File: config.mk
export PLATFORM = sky130hd
export DESIGN_NAME = sadc_top
export DESIGN_NICKNAME = d
export VERILOG_FILES = /design/src/shared/sadc_pkg.sv /design/src/shared/sadc_sar_if.sv /design/src/sadc_top.sv /design/src/sadc_engine.sv
export SDC_FILE = /design/constraint.sdc
export NUM_CORES = 1
export LEC_CHECK = 0
export ABC_CLOCK_PERIOD_IN_PS = 3700
export BUFFER_PORTS_ARGS = -buffer_cell sky130_fd_sc_hd__buf_2
export CAP_MARGIN = 20
export CORE_MARGIN = 2
export CORE_UTILIZATION = 40
export DETAILED_ROUTE_END_ITERATION = 8
export PLACE_DENSITY = 0.58
export SETUP_SLACK_MARGIN = 0.15
export SKIP_CTS_REPAIR_TIMING = 1
export SLEW_MARGIN = 25
export SYNTH_ARGS = -nofsm -noshare
export SYNTH_HDL_FRONTEND = slang
export SYNTH_HIERARCHICAL = 1
export SYNTH_SLANG_ARGS = --single-unit
export TNS_END_PERCENT = 100
File: constraint.sdc
create_clock -name pclk -period 3.7 [get_ports pclk]
set_clock_uncertainty 0.2 [all_clocks]
set_input_delay 0.185 -clock pclk [delete_from_list [all_inputs] [get_ports pclk]]
set_output_delay 0.185 -clock pclk [all_outputs]
set_load 0.05 [all_outputs]
File: src/shared/sadc_pkg.sv
// Shared constants and types for the converter sequencer.
package sadc_pkg;
   // Bus geometry.
   localparam int ADDR_W = 12;
   // Register indices; the byte address is four times the index.
   localparam logic [31:0] MODE_IDX = 32'hFFFFF200;
   localparam logic [31:0] CHAN_IDX = 32'hFFFFF201;
   localparam logic [31:0] CMPM_IDX = 32'hFFFFF202;
   localparam logic [31:0] THR_IDX = 32'hFFFFF203;
   localparam logic [31:0] RES_IDX = 32'hFFFFF204;
   localparam logic [31:0] RESH_IDX = 32'hFFFFF206;
   localparam logic [31:0] STAT_IDX = 32'hFFFFF207;
   // Reset values.
   localparam logic [7:0] REG_RST = 8'h00;
   // Mode register fields.
   localparam int MODE_EN_BIT = 7;
   localparam int MODE_SCAN_BIT = 6;
   localparam int MODE_TIME_LSB = 3;
   localparam int MODE_SPEED_LSB = 1;
   localparam int MODE_REF_BIT = 0;
   // Channel register fields.
   localparam int CHAN_EDGE_LSB = 6;
   localparam int CHAN_HW_BIT = 5;
   localparam int CHAN_SRC_BIT = 4;
   localparam int CHAN_FIELD_LSB = 0;
   // Compare mode register fields.
   localparam int CMP_EN_BIT = 7;
   localparam int CMP_DIR_BIT = 6;
   // Result layout.
   localparam int RES_W = 10;
   localparam int RES_SHIFT = 6;
   // Edge selection codes.
   typedef enum logic [1:0] {
      EDGE_NONE = 2'b00, EDGE_FALL = 2'b01, EDGE_RISE = 2'b10, EDGE_BOTH = 2'b11
   } sadc_edge_type;
   // Sequencer and engine states.
   typedef enum logic [1:0] {S_OFF = 2'b00, S_WAIT = 2'b01, S_CONV = 2'b10} sadc_seq_type;
   typedef enum logic [1:0] {E_IDLE = 2'b00, E_SAMPLE = 2'b01, E_STEP = 2'b10} sadc_eng_type;
   // Conversion timing defaults in clock cycles.
   localparam int SAMPLE_CYCLES = 16;
   localparam int STEP_CYCLES = 4;
   // Reference settle times and their cycle counts.
   localparam int CLK_PERIOD_PS = 5000;
   localparam int REF_HS_US = 1;
   localparam int REF_NORM_US = 14;
   localparam int REF_HS_CYC = (REF_HS_US * 1000000 + CLK_PERIOD_PS - 1) / CLK_PERIOD_PS;
   localparam int REF_NORM_CYC = (REF_NORM_US * 1000000 + CLK_PERIOD_PS - 1) / CLK_PERIOD_PS;
   localparam int SETTLE_W = 12;
endpackage

File: src/shared/sadc_sar_if.sv
// Link between the sequencer and the approximation engine.
`timescale 1ns/1ps
interface sadc_sar_if #(parameter int RES_W = 10);
   logic start;
   logic abort;
   logic cmp;
   logic done;
   logic busy;
   logic sample;
   logic [RES_W-1:0] result;
   modport ctrl(output start, abort, cmp, input done, busy, sample, result);
   modport eng(input start, abort, cmp, output done, busy, sample, result);
endinterface

File: src/sadc_top.sv
// Sequencer, register file and threshold compare of the converter.
//
// Overview of operation
// - Eight-bit threshold register, read/write, zero at reset, compared with result high byte.
// - Sample selected input for fixed time, then hold until conversion ends.
// - First step sets bit 9, compares to half scale, keeps bit if input not below it.
// - Each later step sets next bit, keeps it if input not below tap.
// - After ten bits, copy approximation into result and raise done pulse.
// - Software trigger: enable starts conversion, repeating while enable stays set.
// - Software trigger: config write during conversion aborts and restarts it.
// - External trigger: after enable, wait for the selected pin edge.
// - Hardware trigger: after each select conversion or full scan sequence, wait again for a trigger.
// - Hardware trigger: trigger during conversion aborts and restarts it.
// - Hardware trigger: config write during conversion aborts, then waits for trigger.
// - Timer trigger: each timer event starts a conversion.
// - Select mode converts only the named channel, storing each result.
// - Scan mode converts channel 0 up to selected, done pulse each channel.
// - Scan abort restarts at channel 0; hardware waits after full sequence.
// - Compare disabled: done pulse at every conversion end.
// - Compare enabled: pulse only if high byte at least or below threshold.
// - Result register is overwritten at every conversion end regardless.
// - Compare applies to every result in select and scan modes.
// - Edge field: none, falling, rising, both edges.
// - Result word holds ten bits on top, zeros below; high byte upper eight.
// - Enabling with reference bit clear turns reference on until enable clears.
`timescale 1ns/1ps
module sadc_top #(
   parameter int SAMPLE_CYCLES = sadc_pkg::SAMPLE_CYCLES,
   parameter int STEP_CYCLES = sadc_pkg::STEP_CYCLES
) (
   // Clock and reset.
   input wire logic pclk,
   input wire logic presetn,
   // APB slave.
   input wire logic psel,
   input wire logic penable,
   input wire logic pwrite,
   input wire logic [sadc_pkg::ADDR_W-1:0] paddr,
   input wire logic [31:0] pwdata,
   output logic [31:0] prdata,
   output logic pready,
   output logic pslverr,
   // Trigger sources.
   input wire logic external_trigger_pin,
   input wire logic timer_trigger_event,
   // Analog front end.
   input wire logic cmp_ge,
   output logic [2:0] analog_channel_sel,
   output logic sample_hold_en,
   output logic [sadc_pkg::RES_W-1:0] tap_code,
   output logic ref_gen_active,
   // Conversion end request.
   output logic conversion_done_irq
);
   localparam int RW = sadc_pkg::RES_W;

   typedef struct packed {
      logic [7:0] mode;
      logic [7:0] chan;
      logic [7:0] cmpm;
      logic [7:0] thr;
      logic [RW-1:0] result;
      sadc_pkg::sadc_seq_type seq;
      logic [2:0] cur_ch;
      logic trg_s1;
      logic trg_s2;
      logic trg_prev;
      logic irq;
      logic ref_act;
      logic [sadc_pkg::SETTLE_W-1:0] settle;
      logic [31:0] prdata;
   } sadc_state_type;

   sadc_state_type s;
   sadc_state_type next_s;

   sadc_sar_if #(.RES_W(RW)) sar_bus ();

   // Address decode of the current transfer.
   logic [sadc_pkg::ADDR_W-1:0] a_mode, a_chan, a_cmpm, a_thr, a_res, a_resh, a_stat;
   assign a_mode = {sadc_pkg::MODE_IDX[9:0], 2'b00};
   assign a_chan = {sadc_pkg::CHAN_IDX[9:0], 2'b00};
   assign a_cmpm = {sadc_pkg::CMPM_IDX[9:0], 2'b00};
   assign a_thr = {sadc_pkg::THR_IDX[9:0], 2'b00};
   assign a_res = {sadc_pkg::RES_IDX[9:0], 2'b00};
   assign a_resh = {sadc_pkg::RESH_IDX[9:0], 2'b00};
   assign a_stat = {sadc_pkg::STAT_IDX[9:0], 2'b00};

   logic mapped, wr, cfg_wr, trig, go, stop, cmp_pass, en, hw, scan, settled;
   logic [2:0] sel_ch, first_ch;
   logic [7:0] hi_byte;

   // Decode flags used by the sequencer and the bus answer.
   always_comb begin
      mapped = (paddr == a_mode) || (paddr == a_chan) || (paddr == a_cmpm) || (paddr == a_thr)
         || (paddr == a_res) || (paddr == a_resh) || (paddr == a_stat);
      wr = psel && penable && pwrite;
      cfg_wr = wr && ((paddr == a_mode) || (paddr == a_chan) || (paddr == a_cmpm)
         || (paddr == a_thr));
      hi_byte = sar_bus.result[RW-1:RW-8];
      if (!s.cmpm[sadc_pkg::CMP_EN_BIT]) begin
         cmp_pass = 1'b1;
      end else if (s.cmpm[sadc_pkg::CMP_DIR_BIT]) begin
         cmp_pass = (hi_byte < s.thr);
      end else begin
         cmp_pass = (hi_byte >= s.thr);
      end
   end

   // Trigger detection on the synchronised pin and the timer pulse.
   logic rise, fall, pin_ev;
   always_comb begin
      rise = s.trg_s2 && !s.trg_prev;
      fall = !s.trg_s2 && s.trg_prev;
      case (sadc_pkg::sadc_edge_type'(s.chan[sadc_pkg::CHAN_EDGE_LSB+:2]))
         sadc_pkg::EDGE_FALL: pin_ev = fall;
         sadc_pkg::EDGE_RISE: pin_ev = rise;
         sadc_pkg::EDGE_BOTH: pin_ev = rise || fall;
         default: pin_ev = 1'b0;
      endcase
      if (s.chan[sadc_pkg::CHAN_SRC_BIT]) begin
         trig = s.chan[sadc_pkg::CHAN_HW_BIT] && timer_trigger_event;
      end else begin
         trig = s.chan[sadc_pkg::CHAN_HW_BIT] && pin_ev;
      end
   end

   // Register writes, sequencer and read data in one next-state process.
   always_comb begin
      next_s = s;
      next_s.irq = 1'b0;
      go = 1'b0;
      stop = 1'b0;
      // Pin synchroniser; only the second stage feeds the edge logic.
      next_s.trg_s1 = external_trigger_pin;
      next_s.trg_s2 = s.trg_s1;
      next_s.trg_prev = s.trg_s2;
      // Configuration writes take effect at the access edge.
      if (wr) begin
         if (paddr == a_mode) begin
            next_s.mode = pwdata[7:0];
         end else if (paddr == a_chan) begin
            next_s.chan = pwdata[7:0];
         end else if (paddr == a_cmpm) begin
            next_s.cmpm = {pwdata[7:6], 6'h00};
         end else if (paddr == a_thr) begin
            next_s.thr = pwdata[7:0];
         end
      end
      en = next_s.mode[sadc_pkg::MODE_EN_BIT];
      hw = next_s.chan[sadc_pkg::CHAN_HW_BIT];
      scan = next_s.mode[sadc_pkg::MODE_SCAN_BIT];
      sel_ch = next_s.chan[sadc_pkg::CHAN_FIELD_LSB+:3];
      first_ch = scan ? 3'h0 : sel_ch;
      // Sequencer.
      if (!en) begin
         next_s.seq = sadc_pkg::S_OFF;
         stop = (s.seq == sadc_pkg::S_CONV);
      end else begin
         case (s.seq)
            sadc_pkg::S_OFF: begin
               if (hw) begin
                  next_s.seq = sadc_pkg::S_WAIT;
               end else begin
                  next_s.seq = sadc_pkg::S_CONV;
                  next_s.cur_ch = first_ch;
                  go = 1'b1;
               end
            end
            sadc_pkg::S_WAIT: begin
               if (!hw) begin
                  next_s.seq = sadc_pkg::S_CONV;
                  next_s.cur_ch = first_ch;
                  go = 1'b1;
               end else if (trig && !cfg_wr) begin
                  next_s.seq = sadc_pkg::S_CONV;
                  next_s.cur_ch = first_ch;
                  go = 1'b1;
               end
            end
            sadc_pkg::S_CONV: begin
               if (cfg_wr) begin
                  next_s.cur_ch = first_ch;
                  if (hw) begin
                     next_s.seq = sadc_pkg::S_WAIT;
                     stop = 1'b1;
                  end else begin
                     go = 1'b1;
                  end
               end else if (trig) begin
                  next_s.cur_ch = first_ch;
                  go = 1'b1;
               end else if (sar_bus.done) begin
                  next_s.result = sar_bus.result;
                  next_s.irq = cmp_pass;
                  if (scan && (s.cur_ch < sel_ch)) begin
                     next_s.cur_ch = s.cur_ch + 3'h1;
                     go = 1'b1;
                  end else if (hw) begin
                     next_s.seq = sadc_pkg::S_WAIT;
                  end else begin
                     next_s.cur_ch = first_ch;
                     go = 1'b1;
                  end
               end
            end
            default: begin
               next_s.seq = sadc_pkg::S_OFF;
            end
         endcase
      end
      // Reference generator follows its bit or the enable bit.
      next_s.ref_act = next_s.mode[sadc_pkg::MODE_REF_BIT] || en;
      if (!s.ref_act) begin
         next_s.settle = '0;
      end else if (s.settle != '1) begin
         next_s.settle = s.settle + sadc_pkg::SETTLE_W'(1);
      end
      // Read data is captured in the setup cycle.
      if (psel && !penable && !pwrite) begin
         if (paddr == a_mode) begin
            next_s.prdata = {24'h0, s.mode};
         end else if (paddr == a_chan) begin
            next_s.prdata = {24'h0, s.chan};
         end else if (paddr == a_cmpm) begin
            next_s.prdata = {24'h0, s.cmpm};
         end else if (paddr == a_thr) begin
            next_s.prdata = {24'h0, s.thr};
         end else if (paddr == a_res) begin
            next_s.prdata = {16'h0, s.result, 6'h00};
         end else if (paddr == a_resh) begin
            next_s.prdata = {24'h0, s.result[RW-1:RW-8]};
         end else if (paddr == a_stat) begin
            next_s.prdata = {24'h0, sar_bus.busy, s.ref_act, settled, s.cur_ch, s.seq};
         end else begin
            next_s.prdata = 32'h0;
         end
      end
   end

   // Reference settle flag uses the speed mode bits to pick the wait.
   always_comb begin
      if (s.mode[sadc_pkg::MODE_SPEED_LSB+:2] != 2'b00) begin
         settled = (s.settle >= sadc_pkg::SETTLE_W'(sadc_pkg::REF_HS_CYC));
      end else begin
         settled = (s.settle >= sadc_pkg::SETTLE_W'(sadc_pkg::REF_NORM_CYC));
      end
   end

   // State register.
   always_ff @(posedge pclk or negedge presetn) begin
      if (!presetn) begin
         s <= '0;
      end else begin
         s <= next_s;
      end
   end

   // Engine hookup.
   assign sar_bus.start = go;
   assign sar_bus.abort = stop;
   assign sar_bus.cmp = cmp_ge;

   sadc_engine #(
      .RES_W(RW),
      .SAMPLE_CYCLES(SAMPLE_CYCLES),
      .STEP_CYCLES(STEP_CYCLES)
   ) u_engine (
      .pclk(pclk),
      .presetn(presetn),
      .bus(sar_bus.eng)
   );

   // Outputs.
   assign prdata = s.prdata;
   assign pready = psel && penable;
   assign pslverr = psel && penable && !mapped;
   assign analog_channel_sel = s.cur_ch;
   assign sample_hold_en = sar_bus.sample;
   assign tap_code = sar_bus.result;
   assign ref_gen_active = s.ref_act;
   assign conversion_done_irq = s.irq;
endmodule

File: src/sadc_engine.sv
// Sample, hold and bit-by-bit approximation engine.
`timescale 1ns/1ps
module sadc_engine #(
   parameter int RES_W = 10,
   parameter int SAMPLE_CYCLES = sadc_pkg::SAMPLE_CYCLES,
   parameter int STEP_CYCLES = sadc_pkg::STEP_CYCLES
) (
   // Clock and reset.
   input wire logic pclk,
   input wire logic presetn,
   // Sequencer link.
   sadc_sar_if.eng bus
);
   typedef struct packed {
      sadc_pkg::sadc_eng_type st;
      logic [7:0] cnt;
      logic [3:0] bitn;
      logic [RES_W-1:0] sar;
      logic done;
   } sadc_eng_state_type;

   sadc_eng_state_type s;
   sadc_eng_state_type next_s;

   // Next state: start restarts from sampling, abort returns to idle.
   always_comb begin
      next_s = s;
      next_s.done = 1'b0;
      if (bus.start) begin
         next_s.st = sadc_pkg::E_SAMPLE;
         next_s.cnt = 8'h00;
         next_s.sar = '0;
      end else if (bus.abort) begin
         next_s.st = sadc_pkg::E_IDLE;
      end else begin
         case (s.st)
            sadc_pkg::E_SAMPLE: begin
               if (s.cnt == 8'(SAMPLE_CYCLES - 1)) begin
                  next_s.st = sadc_pkg::E_STEP;
                  next_s.cnt = 8'h00;
                  next_s.bitn = 4'(RES_W - 1);
                  next_s.sar[RES_W-1] = 1'b1;
               end else begin
                  next_s.cnt = s.cnt + 8'h01;
               end
            end
            sadc_pkg::E_STEP: begin
               if (s.cnt == 8'(STEP_CYCLES - 1)) begin
                  next_s.cnt = 8'h00;
                  if (!bus.cmp) begin
                     next_s.sar[s.bitn] = 1'b0;
                  end
                  if (s.bitn == 4'h0) begin
                     next_s.st = sadc_pkg::E_IDLE;
                     next_s.done = 1'b1;
                  end else begin
                     next_s.bitn = s.bitn - 4'h1;
                     next_s.sar[s.bitn-4'h1] = 1'b1;
                  end
               end else begin
                  next_s.cnt = s.cnt + 8'h01;
               end
            end
            default: begin
               next_s.st = sadc_pkg::E_IDLE;
            end
         endcase
      end
   end

   // State register.
   always_ff @(posedge pclk or negedge presetn) begin
      if (!presetn) begin
         s <= '0;
      end else begin
         s <= next_s;
      end
   end

   // Engine outputs; the trial word is also the tap code.
   assign bus.done = s.done;
   assign bus.busy = (s.st != sadc_pkg::E_IDLE);
   assign bus.sample = (s.st == sadc_pkg::E_SAMPLE);
   assign bus.result = s.sar;
endmodule

## After elaboration in Yosys (flattened, before gate mapping)

Cells that the tools add are included.

- Bits in registers: 115
- Input bits: 52
- Output and inout bits: 50
- Word-level logic and storage cells: 208

- Add/sub/neg operators: 4
- $lt $le $gt $ge: 9
- Equality and inequality tests: 33
- Mux-type cells: 81
- Bitwise operators: 10
- Reductions and logical operators: 49

Operator list:

| operator | number |
|---|---|
| two-way mux 16 bit | 6 |
| == test 12 bit (second input constant) | 7 |
| two-way mux 10 bit | 8 |
| two-way mux 8 bit | 9 |
| two-way mux 32 bit | 1 |
| one-hot mux 13 bit (2 select lines) | 1 |
| two-way mux 1 bit | 25 |
| two-way mux 5 bit | 5 |
| two-way mux 12 bit | 2 |
| two-way mux 24 bit | 1 |
| two-way mux 23 bit | 1 |
| two-way mux 2 bit | 9 |
| inequality test 4 x 3 -> 1 bit (second input constant) | 4 |
| AND reduction 4 bit | 4 |
| two-way mux 15 bit | 1 |
| logical AND 1 bit | 14 |
| two-way mux 14 bit | 1 |
| adder 12 x 1 -> 12 bit (second input constant) | 1 |
| >= comparator 12 bit (second input constant) | 1 |
| >= comparator 12 x 8 -> 1 bit (second input constant) | 1 |
| two-way mux 3 bit | 4 |
| inequality test 12 bit (second input constant) | 1 |
| inequality test 4 bit (second input constant) | 3 |
| AND 10 bit | 1 |
| 36 further kinds | 75 |

## Depth between registers and ports, before layout

- Depth in word-level cells: 21
- Depth in mapped cells: 14

## Hierarchy

Netlist, hierarchy kept.

By module, submodules not included:

| module | times used | cells each | area an instance (um^2) | sequential area each (um^2) |
|---|---|---|---|---|
| sadc_top | 1 | 473 | 4,599.4 | 1,851.8 |
| sadc_engine | 1 | 179 | 1,576.5 | 625.6 |

## Worst setup path after synthesis

Ideal clock, no wire load.

- Path kind: input to register
- From: input port paddr[4] (netlist name)
- To: register u_engine.s (netlist bit u_engine/bus.result[2])
- Library setup time: 0.135 ns
- Arrival: 3.867 ns
- Data required time: 3.365 ns
- Path slack: -0.503 ns
- Stages on the path: 13
- Buffers on the path: 2
- Cell sequence: clkbuf_1 > or4b_2 > nor4_4 > mux2i_1 > ha_1 > o211ai_1 > o2111ai_2 > a221o_1 > a211oi_1 > nor2_1 > nand4_1 > clkbuf_1 > o21ai_0

- Cells in the longest elaborated chain, start to end: 14
- Elaborated cells on any way between the ends: 34
- Those cells by class: 1 x order compare; 5 x eq/ne; 18 x mux; 10 x reduce/logical

RTL lines:

| item | line | RTL |
|---|---|---|
| from (decl) | sadc_top.sv:38 | `input wire logic [sadc_pkg::ADDR_W-1:0] paddr,` |
| == test 12 bit | sadc_top.sv:98, sadc_top.sv:142 |  |
| two-way mux 8 bit | sadc_top.sv:142 | `end else if (paddr == a_chan) begin` |
| two-way mux 24 bit | sadc_top.sv:140 | `if (paddr == a_mode) begin` |
| two-way mux 32 bit | sadc_top.sv:139 | `if (wr) begin` |
| < comparator 3 bit | sadc_top.sv:196 | `if (scan && (s.cur_ch < sel_ch)) begin` |
| logical AND 1 bit | sadc_top.sv:196 |  |
| two-way mux 1 bit | sadc_top.sv:196 |  |
| two-way mux 1 bit | sadc_top.sv:193 | `end else if (sar_bus.done) begin` |
| two-way mux 1 bit | sadc_top.sv:190 | `end else if (trig) begin` |
| two-way mux 1 bit | sadc_top.sv:182 | `if (cfg_wr) begin` |
| one-hot mux 1 bit (3 select lines) | sadc_top.sv:160 | `case (s.seq)` |
| two-way mux 1 bit * | sadc_top.sv:156 | `if (!en) begin` |
| named net go | sadc_top.sv:89 | `logic mapped, wr, cfg_wr, trig, go, stop, cmp_pass, en, hw, scan, settled;` |
| inequality test 2 x 1 -> 1 bit (no line) or nonzero test 2 bit (tied branches) | - |  |
| AND reduction 3 bit (no line) | - |  |
| to (signal assigned) | sadc_engine.sv:76 | `s <= next_s;` |
| to (decl) | sadc_engine.sv:22 | `sadc_eng_state_type s;` |

Mark *: on every way through the listed nets, which the timed path passes. The rest lies on a longest branch.
A chain may end at the register's enable or synchronous reset.

## Worst setup path after layout

- From: input port paddr[1] (netlist name)
- To: register u_engine.s (netlist bit u_engine/bus.result[6])

The elaborated chain is that of the path after synthesis.

==> flow_summary.toml <==
[outcome]
status = "complete, no violations"

[timing]
maxSlewViolCount = 0
setup_ws_ps = 340
tightest_slew_ps = 612
rsz0062_at_grt = "false"
final.min_clock_period_ps = 3360
min_period_over_period_pct = 90.8
hold_viol_final = 0
setup_violations = 0
fmax_mhz = 298
slew_headroom_pct = 58.7

[placed_design]
placed_cells = 881
hpwl_um = 11500
place_ws_ps = -42.0
gp_congestion = 0.888
place_area_mm2 = 0.00660
port_buffers = 61

[finish]
drive_gt1_share_pct = 24.3
nFillCells = 1455
num_antenna_cells = 0
syn_to_final_growth_pct = 13.1
num-nets-final = 785
finalNonFillerCells = 907
finalInstanceArea_mm2 = 0.00699

[logic_synthesis]
synth_ff_type = "dfrtp_1"
synth_cells = 652
ys_types = 83
syn_area_per_cell_um2 = 9.47
ys_seq_area_share_pct = 40.1
synthArstFlopShare_pct = 100
syn_area_mm2 = 0.00618
synth_seq_cells = 99
yosysWarnings = 6
synth-edff-count = 0

[clocking]
clk_latency_ps = 350
cts_sinks = 99
clk_pin_slew_ps = 70
tritoncts = "yes"
cts_buffers = 9
clockBufferDepth = 2
htree_levels = 3
root_buffer = "clkbuf_16"

[worst_setup_path]
critical_path_arrival_ps = 3390
crit_chain = "buf_2 > or4b_4 > nor4_4 > mux2i_2 > ha_1 > o211ai_1 > o2111ai_2 > a221o_1 > a211oi_4 > buf_4 > a41oi_1 > buf_4 > nand2_1 > o21ai_1"
required_ps = 3730
start_kind = "input pin"
crit_path_top_delay_cell = "or4b_4"
worstSetupPathType = "input pin to flip-flop"
crit_top_cell = "buf_4"
max_stage_delay_ps = 550
path_max_fanout = 11
crit_buf_inv = 3
cpLargestDelayFamily = "compound AO/OA/AOI/OAI gates"
cp-end-kind = "flip-flop"

[floorplanning]
die_height_um = 128
die_w_um = 128
row_count = 45
die_area_mm2 = 0.0164
initial_core_util_pct = 40.8
io_pins = 102
coreArea_mm2 = 0.0151

[drt]
final_antenna_net_count = 0
vias_per_cell = 5.52
wire_per_inst_um = 16.8
num_vias = 5009
drt_iter0_markers = 361
first_pass_iters = 5
drc = 0
drt-total-wl_um = 15200

[power]
powerDensity_mw_per_mm2 = 318
ir_drop_v = 0.000221
p_leak_uw = 0.00327

[global_routing]
antenna_found_initial = 0
grt_max_degree = 47
grt_pass1_vias = 4892
grt_overflow = 0
grt_util_all_layers_pct = 19.1
grt_pass1_wl_um = 25000

[hold_path]
hp-class = "input pin to flip-flop"

[flow_run]
cap_violations = 0
per-layer routing:
| layer | part of all wire [%] | GRT usage (%) |
|---|---|---|
| met3 | 3.7 | 3.63 |
| met5 | 0 | 0 |
| met4 | 0.96 | 4.46 |
| met1 | 44 | 24.2 |
| met2 | 52 | 33.8 |
power breakdown:
group	internal [uW]	total (uW)	switching, uW
logic	55.0	196	141
clock network	471	912	442
registers	1100	1110	14.0
total	1620	2220	597
worst reg2reg max path, stage by stage (launching register included):
cell and delay (ps):
dfrtp_1 390, ha_1 270, nand2b_1 90, a21oi_1 60
o21ai_1 440, a21oi_1 130, o21ai_0 310, a211oi_4 140
nor2_2 160, nand4_1 190, buf_4 250, o41ai_1 300
nand2_1 90
cells by family (layout without fill, tap and decap cells):
family	count (synthesis)	after routing	share of synthesized area [%]
buffers and inverters	101	153	9.52
XOR/XNOR	11	11	1.56
flip-flops	99	99	40.1
multiplexers	46	46	8.12
AO/OA/AOI/OAI	147	147	16.3
adder cells (fa/ha/maj)	19	19	3.85
other	1	16	0.0607
AND/OR/NAND/NOR	228	228	20.5
placed cells by master (no fill, tap or decap), types with 6 or more instances in the layout:
cell / count
and2_1: 6
clkbuf_16: 9
nor2_1: 33
xnor2_1: 6
nand4_1: 9
a31oi_1: 13
o31ai_1: 6
mux2i_1: 15
o21ai_0: 34
buf_2: 60
mux2_2: 29
conb_1: 16
buf_4: 36
nor2b_1: 7
a21oi_1: 33
nor3_1: 10
ha_1: 19
dfrtp_1: 99
nand3_1: 27
nand2_1: 71
nor4_1: 9
nand2b_1: 11
dlygate4sd3_1: 10
inv_1: 31
sequential cells by signal, indices dropped and copies added (netlist names):
signal and cells:
conversion_done_irq 1, ref_gen_active 1, u_engine/bus.result 10, s 51, u_engine/bus.done 1, next_s 2
prdata 16, u_engine/s 14, analog_channel_sel 3
cells in the mapped netlist, drive strengths merged (6+ instances only):
| library cell | instances | area [um2] |
|---|---|---|
| buf | 54 | 407 |
| nand2b | 11 | 68.8 |
| mux2i | 16 | 160 |
| nor2 | 35 | 134 |
| dfrtp | 99 | 2480 |
| nand2 | 71 | 267 |
| clkbuf | 16 | 65.1 |
| ha | 19 | 238 |
| nor4 | 12 | 105 |
| o31ai | 6 | 45.0 |
| and2 | 7 | 45.1 |
| nor3 | 11 | 60.1 |
| or4 | 6 | 52.6 |
| a21oi | 33 | 165 |
| a31oi | 13 | 81.3 |
| nor2b | 7 | 43.8 |
| o21ai | 39 | 195 |
| nand3 | 28 | 153 |
| nand4 | 9 | 56.3 |
| xnor2 | 6 | 52.6 |
| inv | 31 | 116 |
| mux2 | 30 | 342 |
final cells by class:
| class | count | area (um2) | area share (%) |
|---|---|---|---|
| clock inverter | 6 | 60.1 | 0.860 |
| timing repair buffer | 106 | 671 | 9.60 |
| clock buffer | 10 | 229 | 3.28 |
| multi-input combinational | 467 | 3200 | 45.8 |
| tap | 188 | 235 | 3.37 |
| sequential | 99 | 2480 | 35.5 |
| inverter | 31 | 116 | 1.67 |
metrics by stage:
| step | hold WS, ps | setup TNS, ps | util [%] | power [uW] |
|---|---|---|---|---|
| final | 47.8 | 0 | 46.1 | 2220 |
| after floorplan | -311 | -903 | - | 1270 |
| after global routing | 77.5 | 0 | 46.1 | 2310 |
| after global placement | -111 | -14.0 | 43.6 | 1320 |
| after detailed placement | -108 | -228 | 43.6 | 1320 |
| after CTS | -487 | 0 | 45.5 | 2240 |
final timing paths:
path	start	end	slack, ps	cells past startpoint
worst max-delay path	paddr[1]	u_engine/bus.result[6]	340	14
worst min-delay path	cmp_ge	u_engine/bus.result[0]	50	3
worst max register to register	next_s[46]	u_engine/s[14]	560	12
worst min register to register	next_s[47]	next_s[46]	150	0
max in group asynchronous	presetn	u_engine/bus.result[9]	2360	3
min in group asynchronous	presetn	s[32]	60	2
No activity file was read; power rests on OpenSTA's default activity.
